$ cat src/design/timer_channel_pkg.sv
// constants and types shared by the timer counter and its channels
package timer_channel_pkg;
  // -------------------------------------------------------------
  // sizes
  // -------------------------------------------------------------
  localparam int NUM_CH = 2;
  localparam int CNT_W = 16;
  localparam int BYTE_W = 8;
  localparam int PRESC_W = 7;
  localparam int SYNC_W = 3;

  // -------------------------------------------------------------
  // clock source codes
  // -------------------------------------------------------------
  localparam logic [1:0] CLK_NONE = 2'h0;
  localparam logic [1:0] CLK_BUS = 2'h1;
  localparam logic [1:0] CLK_FIXED = 2'h2;
  localparam logic [1:0] CLK_EXT = 2'h3;

  // -------------------------------------------------------------
  // channel mode codes (3 is treated as pwm)
  // -------------------------------------------------------------
  localparam logic [1:0] MODE_CAPTURE = 2'h0;
  localparam logic [1:0] MODE_COMPARE = 2'h1;
  localparam logic [1:0] MODE_PWM = 2'h2;

  // -------------------------------------------------------------
  // values
  // -------------------------------------------------------------
  localparam logic [15:0] CNT_RESET = 16'h0000;
  localparam logic [15:0] CNT_ONE = 16'h0001;
  localparam logic [15:0] CNT_FREE_TOP = 16'hffff;
  localparam logic [15:0] MOD_FREE = 16'h0000;
  localparam logic [6:0] PRESC_RESET = 7'h00;
  localparam logic [6:0] PRESC_ONE = 7'h01;
  localparam logic [6:0] PRESC_ALL = 7'h7f;
  localparam logic [7:0] BYTE_RESET = 8'h00;
  localparam logic [2:0] SYNC_RESET = 3'h0;

  typedef enum logic {DIR_UP = 1'b0, DIR_DOWN = 1'b1} count_dir_t;

  // coherent read latch: which byte was read first
  typedef enum logic [1:0] {
    RD_IDLE = 2'b00,
    RD_HIGH_FIRST = 2'b01,
    RD_LOW_FIRST = 2'b10
  } read_latch_t;

  typedef struct packed {
    read_latch_t st;
    logic [15:0] hold;
    logic [7:0] data;
  } read_view_t;
endpackage

$ cat src/design/timer_channel_slice.sv
// one timer channel: write buffer, buffered load, capture and output
`timescale 1ns/1ns
module timer_channel_slice
  import timer_channel_pkg::*;
(
  input wire logic clk_i,
  input wire logic srst_i,
  input wire logic [1:0] mode_i,
  input wire logic centre_align_select_i,
  input wire logic clock_on_i,
  input wire logic count_tick_i,
  input wire logic pwm_load_i,
  input wire logic [15:0] counter_i,
  input wire logic [15:0] top_i,
  input wire logic high_wr_i,
  input wire logic low_wr_i,
  input wire logic [7:0] wr_data_i,
  input wire logic capture_i,
  output logic [15:0] value_o,
  output logic out_o
);
  logic [7:0] buf_hi_reg, buf_hi_next;
  logic [7:0] buf_lo_reg, buf_lo_next;
  logic hi_done_reg, hi_done_next;
  logic lo_done_reg, lo_done_next;
  logic [15:0] value_reg, value_next;
  logic out_reg, out_next;
  logic is_capture, is_compare, is_pwm, load;

  // -------------------------------------------------------------
  // next state
  // -------------------------------------------------------------
  always_comb begin
    is_capture = (mode_i == MODE_CAPTURE);
    is_compare = (mode_i == MODE_COMPARE);
    is_pwm = (mode_i >= MODE_PWM);
    buf_hi_next = buf_hi_reg;
    buf_lo_next = buf_lo_reg;
    hi_done_next = hi_done_reg;
    lo_done_next = lo_done_reg;
    value_next = value_reg;
    out_next = out_reg;
    // with no clock source the buffer loads as soon as both bytes are in
    load = hi_done_reg && lo_done_reg && !is_capture &&
           (!clock_on_i || (is_compare && count_tick_i) || (is_pwm && pwm_load_i));
    if (load) begin
      value_next = {buf_hi_reg, buf_lo_reg};
      hi_done_next = 1'b0;
      lo_done_next = 1'b0;
    end
    if (is_capture) begin
      if (capture_i) begin
        value_next = counter_i;
      end
      hi_done_next = 1'b0;
      lo_done_next = 1'b0;
    end else begin
      if (high_wr_i) begin
        buf_hi_next = wr_data_i;
        hi_done_next = 1'b1;
      end
      if (low_wr_i) begin
        buf_lo_next = wr_data_i;
        lo_done_next = 1'b1;
      end
    end
    if (is_pwm) begin
      if (centre_align_select_i && value_reg == top_i) begin
        out_next = 1'b1;
      end else begin
        out_next = (counter_i < value_reg);
      end
    end else if (is_compare) begin
      if (count_tick_i && counter_i == value_reg) begin
        out_next = ~out_reg;
      end
    end else begin
      out_next = 1'b0;
    end
  end

  // -------------------------------------------------------------
  // registers
  // -------------------------------------------------------------
  always_ff @(posedge clk_i) begin
    if (srst_i) begin
      buf_hi_reg <= BYTE_RESET;
      buf_lo_reg <= BYTE_RESET;
      hi_done_reg <= 1'b0;
      lo_done_reg <= 1'b0;
      value_reg <= CNT_RESET;
      out_reg <= 1'b0;
    end else begin
      buf_hi_reg <= buf_hi_next;
      buf_lo_reg <= buf_lo_next;
      hi_done_reg <= hi_done_next;
      lo_done_reg <= lo_done_next;
      value_reg <= value_next;
      out_reg <= out_next;
    end
  end

  assign value_o = value_reg;
  assign out_o = out_reg;
endmodule

$ cat src/design/timer_channel_update_rules.sv
// timer counter with prescaler, coherent byte reads and buffered channels
`timescale 1ns/1ns
module timer_channel_update_rules
  import timer_channel_pkg::*;
(
  input wire logic clk_i,
  input wire logic srst_i,
  input wire logic background_debug_mode_i,
  input wire logic [1:0] clock_source_select_i,
  input wire logic [2:0] prescale_select_i,
  input wire logic centre_align_select_i,
  input wire logic [15:0] modulo_value_i,
  input wire logic fixed_clk_tick_i,
  input wire logic ext_clk_i,
  input wire logic [7:0] wr_data_i,
  input wire logic timer_status_control_wr_i,
  input wire logic counter_high_byte_wr_i,
  input wire logic counter_low_byte_wr_i,
  input wire logic counter_high_byte_rd_i,
  input wire logic counter_low_byte_rd_i,
  input wire logic [NUM_CH-1:0][1:0] channel_mode_i,
  input wire logic [NUM_CH-1:0] channel_status_control_wr_i,
  input wire logic [NUM_CH-1:0] channel_value_high_wr_i,
  input wire logic [NUM_CH-1:0] channel_value_low_wr_i,
  input wire logic [NUM_CH-1:0] channel_value_high_rd_i,
  input wire logic [NUM_CH-1:0] channel_value_low_rd_i,
  input wire logic [NUM_CH-1:0] capture_i,
  output logic [7:0] counter_rd_data_o,
  output logic [NUM_CH-1:0][7:0] channel_rd_data_o,
  output logic [15:0] counter_o,
  output logic [NUM_CH-1:0][15:0] channel_value_o,
  output logic [NUM_CH-1:0] channel_out_o
);
  // -------------------------------------------------------------
  // coherent byte read view
  // -------------------------------------------------------------
  function automatic read_view_t read_step(
    input read_view_t cur,
    input logic [15:0] live,
    input logic rd_hi,
    input logic rd_lo,
    input logic dbg,
    input logic clr
  );
    read_view_t r;
    read_latch_t st;
    r = cur;
    // a restart and a read in one cycle: the read starts from an idle latch
    st = clr ? RD_IDLE : cur.st;
    r.st = st;
    if (dbg) begin
      if (rd_hi) begin
        r.data = live[15:8];
      end else if (rd_lo) begin
        r.data = live[7:0];
      end
    end else if (rd_hi) begin
      case (st)
        RD_IDLE: begin
          r.hold = live;
          r.data = live[15:8];
          r.st = RD_HIGH_FIRST;
        end
        RD_HIGH_FIRST: begin
          r.data = cur.hold[15:8];
        end
        RD_LOW_FIRST: begin
          r.data = cur.hold[15:8];
          r.st = RD_IDLE;
        end
        default: begin
          r.st = RD_IDLE;
        end
      endcase
    end else if (rd_lo) begin
      case (st)
        RD_IDLE: begin
          r.hold = live;
          r.data = live[7:0];
          r.st = RD_LOW_FIRST;
        end
        RD_LOW_FIRST: begin
          r.data = cur.hold[7:0];
        end
        RD_HIGH_FIRST: begin
          r.data = cur.hold[7:0];
          r.st = RD_IDLE;
        end
        default: begin
          r.st = RD_IDLE;
        end
      endcase
    end
    return r;
  endfunction

  // -------------------------------------------------------------
  // external clock synchroniser
  // -------------------------------------------------------------
  logic [2:0] ext_sync_reg, ext_sync_next;
  logic ext_level_reg, ext_level_next;
  logic ext_tick;

  always_comb begin
    ext_sync_next = {ext_sync_reg[1:0], ext_clk_i};
    ext_level_next = ext_level_reg;
    if (ext_sync_reg[1] == ext_sync_reg[2]) begin
      ext_level_next = ext_sync_reg[2];
    end
    ext_tick = ext_level_next & ~ext_level_reg;
  end

  always_ff @(posedge clk_i) begin
    if (srst_i) begin
      ext_sync_reg <= SYNC_RESET;
      ext_level_reg <= 1'b0;
    end else begin
      ext_sync_reg <= ext_sync_next;
      ext_level_reg <= ext_level_next;
    end
  end

  // -------------------------------------------------------------
  // counter and prescaler
  // -------------------------------------------------------------
  logic [15:0] counter_reg, counter_next;
  logic [6:0] presc_reg, presc_next;
  count_dir_t dir_reg, dir_next;
  logic [15:0] top;
  logic [6:0] presc_limit;
  logic clock_on, src_tick, run, cnt_tick, pwm_load, cnt_wr;

  // source tick, terminal count and prescale limit
  always_comb begin
    if (modulo_value_i == MOD_FREE) begin
      top = CNT_FREE_TOP;
    end else begin
      top = modulo_value_i;
    end
    clock_on = (clock_source_select_i != CLK_NONE);
    case (clock_source_select_i)
      CLK_BUS: begin
        src_tick = 1'b1;
      end
      CLK_FIXED: begin
        src_tick = fixed_clk_tick_i;
      end
      CLK_EXT: begin
        src_tick = ext_tick;
      end
      default: begin
        src_tick = 1'b0;
      end
    endcase
    presc_limit = ~(PRESC_ALL << prescale_select_i);
  end

  always_comb begin
    run = clock_on && src_tick && !background_debug_mode_i;
    cnt_tick = run && (presc_reg == presc_limit);
    pwm_load = cnt_tick && (dir_reg == DIR_UP) && (counter_reg == top - CNT_ONE);
    cnt_wr = counter_high_byte_wr_i | counter_low_byte_wr_i;
    counter_next = counter_reg;
    presc_next = presc_reg;
    dir_next = dir_reg;
    if (run) begin
      if (cnt_tick) begin
        presc_next = PRESC_RESET;
      end else begin
        presc_next = presc_reg + PRESC_ONE;
      end
    end
    if (cnt_tick) begin
      if (!centre_align_select_i) begin
        dir_next = DIR_UP;
        if (counter_reg >= top) begin
          counter_next = CNT_RESET;
        end else begin
          counter_next = counter_reg + CNT_ONE;
        end
      end else begin
        case (dir_reg)
          DIR_UP: begin
            if (counter_reg >= top) begin
              dir_next = DIR_DOWN;
              counter_next = counter_reg - CNT_ONE;
            end else begin
              counter_next = counter_reg + CNT_ONE;
            end
          end
          DIR_DOWN: begin
            if (counter_reg == CNT_RESET) begin
              dir_next = DIR_UP;
              counter_next = counter_reg + CNT_ONE;
            end else begin
              counter_next = counter_reg - CNT_ONE;
            end
          end
          default: begin
            dir_next = DIR_UP;
          end
        endcase
      end
    end
    if (cnt_wr) begin
      counter_next = CNT_RESET;
      presc_next = PRESC_RESET;
      dir_next = DIR_UP;
    end
  end

  always_ff @(posedge clk_i) begin
    if (srst_i) begin
      counter_reg <= CNT_RESET;
      presc_reg <= PRESC_RESET;
      dir_reg <= DIR_UP;
    end else begin
      counter_reg <= counter_next;
      presc_reg <= presc_next;
      dir_reg <= dir_next;
    end
  end

  assign counter_o = counter_reg;

  // -------------------------------------------------------------
  // counter read latch
  // -------------------------------------------------------------
  read_view_t cnt_view_reg, cnt_view_next;

  always_comb begin
    cnt_view_next = read_step(cnt_view_reg, counter_reg, counter_high_byte_rd_i,
                              counter_low_byte_rd_i, background_debug_mode_i,
                              timer_status_control_wr_i | cnt_wr);
  end

  always_ff @(posedge clk_i) begin
    if (srst_i) begin
      cnt_view_reg <= '{st: RD_IDLE, hold: CNT_RESET, data: BYTE_RESET};
    end else begin
      cnt_view_reg <= cnt_view_next;
    end
  end

  assign counter_rd_data_o = cnt_view_reg.data;

  // -------------------------------------------------------------
  // channels
  // -------------------------------------------------------------
  for (genvar ch = 0; ch < NUM_CH; ch++) begin : g_ch
    logic [15:0] value;
    read_view_t view_reg, view_next;

    timer_channel_slice u_slice (
      .clk_i(clk_i),
      .srst_i(srst_i),
      .mode_i(channel_mode_i[ch]),
      .centre_align_select_i(centre_align_select_i),
      .clock_on_i(clock_on),
      .count_tick_i(cnt_tick),
      .pwm_load_i(pwm_load),
      .counter_i(counter_reg),
      .top_i(top),
      .high_wr_i(channel_value_high_wr_i[ch]),
      .low_wr_i(channel_value_low_wr_i[ch]),
      .wr_data_i(wr_data_i),
      .capture_i(capture_i[ch]),
      .value_o(value),
      .out_o(channel_out_o[ch])
    );

    always_comb begin
      view_next = read_step(view_reg, value, channel_value_high_rd_i[ch],
                            channel_value_low_rd_i[ch], background_debug_mode_i,
                            channel_status_control_wr_i[ch]);
    end

    always_ff @(posedge clk_i) begin
      if (srst_i) begin
        view_reg <= '{st: RD_IDLE, hold: CNT_RESET, data: BYTE_RESET};
      end else begin
        view_reg <= view_next;
      end
    end

    assign channel_rd_data_o[ch] = view_reg.data;
    assign channel_value_o[ch] = value;
  end
endmodule

$ cat config.mk
export PLATFORM = sky130hd
export DESIGN_NAME = timer_channel_update_rules
export DESIGN_NICKNAME = d
export VERILOG_FILES = /design/src/design/timer_channel_pkg.sv /design/src/design/timer_channel_slice.sv /design/src/design/timer_channel_update_rules.sv
export SDC_FILE = /design/constraint.sdc
export NUM_CORES = 1
export LEC_CHECK = 0
export BUFFER_PORTS_ARGS = -buffer_cell sky130_fd_sc_hd__buf_2
export CORE_AREA = 4 4 160 192
export CTS_BUF_LIST = sky130_fd_sc_hd__clkbuf_8
export CTS_CLUSTER_SIZE = 8
export DETAILED_ROUTE_END_ITERATION = 6
export DIE_AREA = 0 0 164 196
export PLACE_DENSITY_LB_ADDON = 0.05
export SETUP_SLACK_MARGIN = 0.2
export SLEW_MARGIN = 10
export SYNTH_ARGS = -nofsm -noshare
export SYNTH_HDL_FRONTEND = slang
export SYNTH_SLANG_ARGS = --single-unit
$ cat constraint.sdc
create_clock -name clk_i -period 4.8 [get_ports clk_i]
set_input_delay 0.24 -clock clk_i [delete_from_list [all_inputs] [get_ports clk_i]]
set_output_delay 0.24 -clock clk_i [all_outputs]
set_load 0.005 [all_outputs]
# --- Word-level counts from Yosys, hierarchy flattened ---
# Cells that the tools add are included.
totals:
  out_inout_bits: 74
  reg_bits: 176
op_classes:
  magnitude_cmp: 5
  n_addsub: 4
  mux: 69
  n_bitwise: 11
  reduce_logical: 58
  eq_ne: 26
  shifts: 1
op_table:
  columns: ["op", "count"]
  rows:
  - ["2-to-1 mux 16 bit", 14]
  - ["2-to-1 mux 26 bit", 6]
  - ["one-hot mux 8 bit (2 select lines)", 6]
  - ["== test 16 bit", 5]
  - ["2-to-1 mux 8 bit", 9]
  - ["2-to-1 mux 18 bit", 3]
  - ["zero test 16 bit", 2]
  - ["< comparator 16 bit", 2]
  - ["one-hot mux 16 bit (2 select lines)", 1]
  - ["subtractor 16 x 1 -> 16 bit (second input constant)", 2]
  - ["inequality test 4 x 3 -> 1 bit (second input constant)", 6]
  - ["one-hot mux 2 bit (2 select lines)", 6]
  - ["logical AND 1 bit", 19]
  - ["2-to-1 mux 1 bit", 18]
  - ["adder 16 x 1 -> 16 bit (second input constant)", 1]
  - ["greater-or-equal comparator 16 bit", 1]
  - ["nonzero test 2 bit", 8]
  - ["AND reduction 2 bit", 7]
  - ["== test 2 x 1 -> 1 bit (second input constant)", 6]
  - ["OR reduction 2 bit", 6]
  - ["== test 2 bit (second input constant)", 5]
  - ["zero test 2 bit", 5]
  - ["AND reduction 3 bit", 3]
  - ["adder 7 x 1 -> 7 bit (second input constant)", 1]
  - ["15 further kinds", 32]

# --- Logic depth before layout (Yosys ltp) ---
depth:
  ltp_word: 15
  depth_mapped: 20
  mapped_depth_nobuf: 16

# --- By module ---
# A second synthesis with hierarchy kept.
unflattened:
  hier_cells: 1415
  hier_area_um2: 11315.9
modules_own_cells:
  columns: ["module", "cells_each", "instances", "seq_area_each_um2", "area_per_inst_um2"]
  rows:
  - ["timer_channel_update_rules", 969, 1, 2122.0, 7249.5]
  - ["timer_channel_slice", 223, 2, 700.7, 2033.2]

# --- Worst setup path before layout ---
# No wires, ideal clock.
synth_path:
  kind: "input to register"
  startpoint: "input port modulo_value_i[3]"
  endpoint: "register g_ch[1].u_slice.value_reg[6]"
  stages: 20
  setup_slack_ns: 0.226
  path_buffers: 6
  t_arrival_ns: 4.485
  path_cell_list: "buf_2 -> or4_1 -> clkbuf_1 -> nor3_2 -> clkbuf_1 -> buf_1 -> nor2_1 -> ha_1 -> xnor2_1 -> or3_1 -> a211oi_1 -> o311ai_0 -> nor4_2 -> o2111ai_1 -> nor4b_2 -> or2_1 -> buf_4 -> buf_6 -> nand2_1 -> a311oi_2"
synth_via:
  elab_chain_len: 11
synth_lines:
  columns: ["element", "line", "rtl"]
  rows:
  - ["start: declaration", "timer_channel_update_rules.sv:12", "input wire logic [15:0] modulo_value_i,"]
  - ["zero test 16 bit", "timer_channel_update_rules.sv:135", "if (modulo_value_i == MOD_FREE) begin"]
  - ["2-to-1 mux 16 bit *", "timer_channel_update_rules.sv:135", null]
  - ["subtractor 16 x 1 -> 16 bit *", "timer_channel_update_rules.sv:161", "pwm_load = cnt_tick && (dir_reg == DIR_UP) && (counter_reg == top - CNT_ONE);"]
  - ["== test 16 bit *", "timer_channel_update_rules.sv:161", null]
  - ["logical AND 1 bit *", "timer_channel_update_rules.sv:161", null]
  - ["logical AND 1 bit *", "timer_channel_slice.sv:45", "(!clock_on_i || (is_compare && count_tick_i) || (is_pwm && pwm_load_i));"]
  - ["logical OR 1 bit *", "timer_channel_slice.sv:45", null]
  - ["logical AND 1 bit *", "timer_channel_slice.sv:44", "load = hi_done_reg && lo_done_reg && !is_capture &&"]
  - ["2-to-1 mux 16 bit *", "timer_channel_slice.sv:46", "if (load) begin"]
  - ["2-to-1 mux 16 bit", "timer_channel_slice.sv:52", "if (capture_i) begin"]
  - ["2-to-1 mux 16 bit *", "timer_channel_slice.sv:51", "if (is_capture) begin"]
  - ["end signal: assignment", "timer_channel_slice.sv:98", "value_reg <= value_next;"]
  - ["end: declaration", "timer_channel_slice.sv:26", "logic [15:0] value_reg, value_next;"]
# Mark *: on every way between the ends. The rest lies on a longest branch, timed or not.
# A chain may end at the register's enable or synchronous reset.

# --- Final worst setup path ---
layout_path:
  startpoint: "input port modulo_value_i[8]"
  endpoint: "register g_ch[1].u_slice.value_reg[9]"
# Same word-level chain as after synthesis.

==> impl_metrics.json <==
{
  "first_global_vias": 10413,
  "core_area_um2": 28800,
  "worst_slack_ns": 0.866,
  "period_share": 0.820,
  "gp_congestion": 0.914,
  "synth_nets": 1605,
  "setup_violations": 0,
  "synth_edf_count": 0,
  "rsz0062_at_grt": "false",
  "worst_r2r_startpoint": "presc_reg[0]",
  "route.antenna.remaining_nets": 0,
  "slew_violations": 0,
  "tritoncts": "yes",
  "ys.flop_type": "dfxtp_1",
  "start_kind": "input pin",
  "clk_latency_ns": 0.48,
  "intPower_mw": 2.20,
  "layoutNonFillerInstCount": 1931,
  "hold_viol": 0,
  "clkPwrFrac": 0.358,
  "grt_start_max_net_pins": 83,
  "overflow": 0,
  "hold_class": "in2reg",
  "antenna_found_initial": 5,
  "synth_area_um2": 11400,
  "place_hpwl_mm": 29.4,
  "critPathArrivalTime_ns": 4.32,
  "initialDrtViolationCount": 859,
  "p_switching_mw": 0.991,
  "yosys.area.top_type": "dfxtp_1",
  "clkSlewWorstSetupHoldPaths_ns": 0.11,
  "multi_input_area_um2": 7060,
  "cts_buffers": 17,
  "fillerInstances": 3057,
  "comb_power_share": 0.147,
  "placedCellCount": 1897,
  "routed_wl_mm": 41.1,
  "globalRouteTotalUtil": 0.250,
  "worstSetupPathType": "in2reg",
  "required_ns": 5.19,
  "start_util": 0.396,
  "p_leak_nw": 5.18,
  "die_h_um": 196,
  "power_per_cell_area_nw_per_um2": 253,
  "final_nets": 1647,
  "pre_cts_slack_ns": 0.383,
  "num_vias": 10990,
  "cts_sinks": 176,
  "seqPwrFrac": 0.495,
  "cts_root_buffer": "clkbuf_8",
  "post-cts-setup-buffer-count": 0,
  "design_area_um2": 12600,
  "ir_drop_uv": 171,
  "ys_seq_elements": 176,
  "largest_register_ffs": 36,
  "slew_headroom": 0.283,
  "synth_cells": 1490,
  "yosys_warnings": 0,
  "io_buffers": 129,
  "dpl_cell_area_um2": 12100,
  "die_area_um2": 32100,
  "ff2ff_path_depth": 10,
  "tns_ns": 0,
  "die_w_um": 164,
  "ff_latch_area_um2": 3520,
  "synth_cell_types": 70,
  "grt_pass1_wl_mm": 62.2,
  "wl_per_cell_um": 21.3,
  "end_kind": "flop",
  "status": "finished, final reports clean",
  "synthToLayoutAreaGrowth_pct": 10.4,
  "cts_buffer_depth": 2,
  "drtPass1Iterations": 6,
  "synth_most_common_cell": "nand2_1",
  "path_max_fanout": 18,
  "drc_errors": 0,
  "cts_htree_levels": 4,
  "worst_slew_pin_slew_ns": 1.07,
  "vias_per_cell": 5.69,
  "crit_end": "g_ch[1].u_slice.value_o[9]",
  "maxCapViolations": 0,
  "synth.area.top_cells": "dfxtp_1 31%, a21oi_1 7.6%, nand2_1 7.0%",
  "finClkSkew_ns": 0.0216,
  "syn_avg_cell_area_um2": 7.64,
  "critPathLaunch": "modulo_value_i[8]",
  "yosys-top-cells-count": "212 x nand2_1, 176 x dfxtp_1, 174 x a21oi_1, 154 x nor2_1, 92 x clkbuf_1",
  "worst-r2r-setup-slack_ns": 1.10,
  "netSwitchingFraction": 0.311,
  "r2r_end": "g_ch[0].u_slice.value_o[7]",
  "post-route-min-period_ns": 3.93,
  "layout-drive-gt1-share": 0.145,
  "synth_top_area_share": 0.309,
  "async_flop_share": 0,
  "fmax_ghz": 0.254,
  "rows": 68,
  "ys_seq_area_frac": 0.309,
  "io_pins": 130
}
[power groups by stage]
stage	clock [mW]	combinational, mW	sequential [mW]
floorplan	0	0.333	1.58
global placement	0	0.463	1.61
detailed placement	0	0.466	1.61
CTS	1.18	0.468	1.58
global route	1.24	0.520	1.58
finish	1.14	0.469	1.58
[worst max-delay path, cell delays in order]
cell and delay [ns]:
buf_2 0.29, nor4_1 0.13, nand2_1 0.13, nor3_2 0.07, nor2_1 0.24, ha_1 0.29
nor3b_1 0.32, nand3b_1 0.22, a2111oi_2 0.51, xor2_1 0.22, nor3_1 0.07, a221oi_1 0.29
buf_4 0.19, nor4b_2 0.07, nor2_2 0.62, nand2_1 0.14, a311oi_1 0.27
[final cells by class]
cell class                      instances  share of cell area
Antenna cell                            1            0.000199
Clock buffer                           18              0.0197
Clock inverter                         14              0.0151
Inverter                               46              0.0137
Multi-Input combinational cell       1129               0.561
Sequential cell                       176               0.280
Tap cell                              385              0.0383
Timing Repair Buffer                  162              0.0715
[kinds of logic after synthesis]
group | count (synthesis) | share of synthesized area
buffers and inverters | 185 | 0.0721
XOR/XNOR | 59 | 0.0467
flip-flops | 176 | 0.309
adder cells (fa/ha/maj) | 60 | 0.0657
AO/OA/AOI/OAI | 381 | 0.214
multiplexers | 76 | 0.0677
AND/OR/NAND/NOR | 553 | 0.225
[worst min-delay path by stage]
stage / start / to / slack [ns] / depth (start not counted)
3_5_place_dp: ext_sync_reg[0] / ext_sync_reg[1] / 0.43 / 1
2_1_floorplan: ext_clk_i / ext_sync_reg[0] / 0.37 / 1
6_report: channel_value_low_wr_i[0] / g_ch[0].u_slice.lo_done_reg / 0.02 / 3
3_3_place_gp: ext_sync_reg[0] / ext_sync_reg[1] / 0.42 / 1
4_1_cts: channel_value_low_wr_i[0] / g_ch[0].u_slice.lo_done_reg / 0.002 / 3
5_1_grt: channel_mode_i[1] / g_ch[0].u_slice.out_o / 0.03 / 2
[per-stage QoR]
step	power (mW)	util	hold slack [ns]
final	3.19	0.437	0.0173
after detailed placement	2.08	0.422	0.426
after global placement	2.07	0.422	0.423
after global routing	3.34	0.437	0.0262
after floorplan	1.91	-	0.368
after CTS	3.22	0.437	0.00187
[what timing repair did]
action | CTS | global route
resized for setup | 0 | 0
endpoints found under the hold margin | 1 | 0
hold buffers | 1 | 0
[layout by cell type (no fill, tap or decap), types with 11 or more instances in the layout]
master    Yosys  final
inv_1        46     46
nor2b_1      13     13
o21ai_0      45     45
clkbuf_8      0     18
nand4_1      19     19
nor3_1       36     36
mux2i_1      68     68
nor2_1      154    153
a21oi_1     174    174
nand2_1     212    212
a311oi_1     31     31
a21o_1       12     12
xnor2_1      34     34
o21bai_1     15     15
buf_4        28     33
nand2b_1     11     11
or3_1        15     15
ha_1         59     59
xor2_1       24     24
dfxtp_1     176    176
o221ai_1     27     27
nand3_1      21     21
buf_2        11    128
nor4_1       14     13
[metal layers]
metal,global-route usage,wire (µm),vias to the layer above
met4,0.0960,1450,10
met3,0.0456,2170,99
met2,0.430,20000,346
met1,0.310,17400,5180
li1,-,-,5355
met5,0,60,-
(Power assumes the default switching activity.)
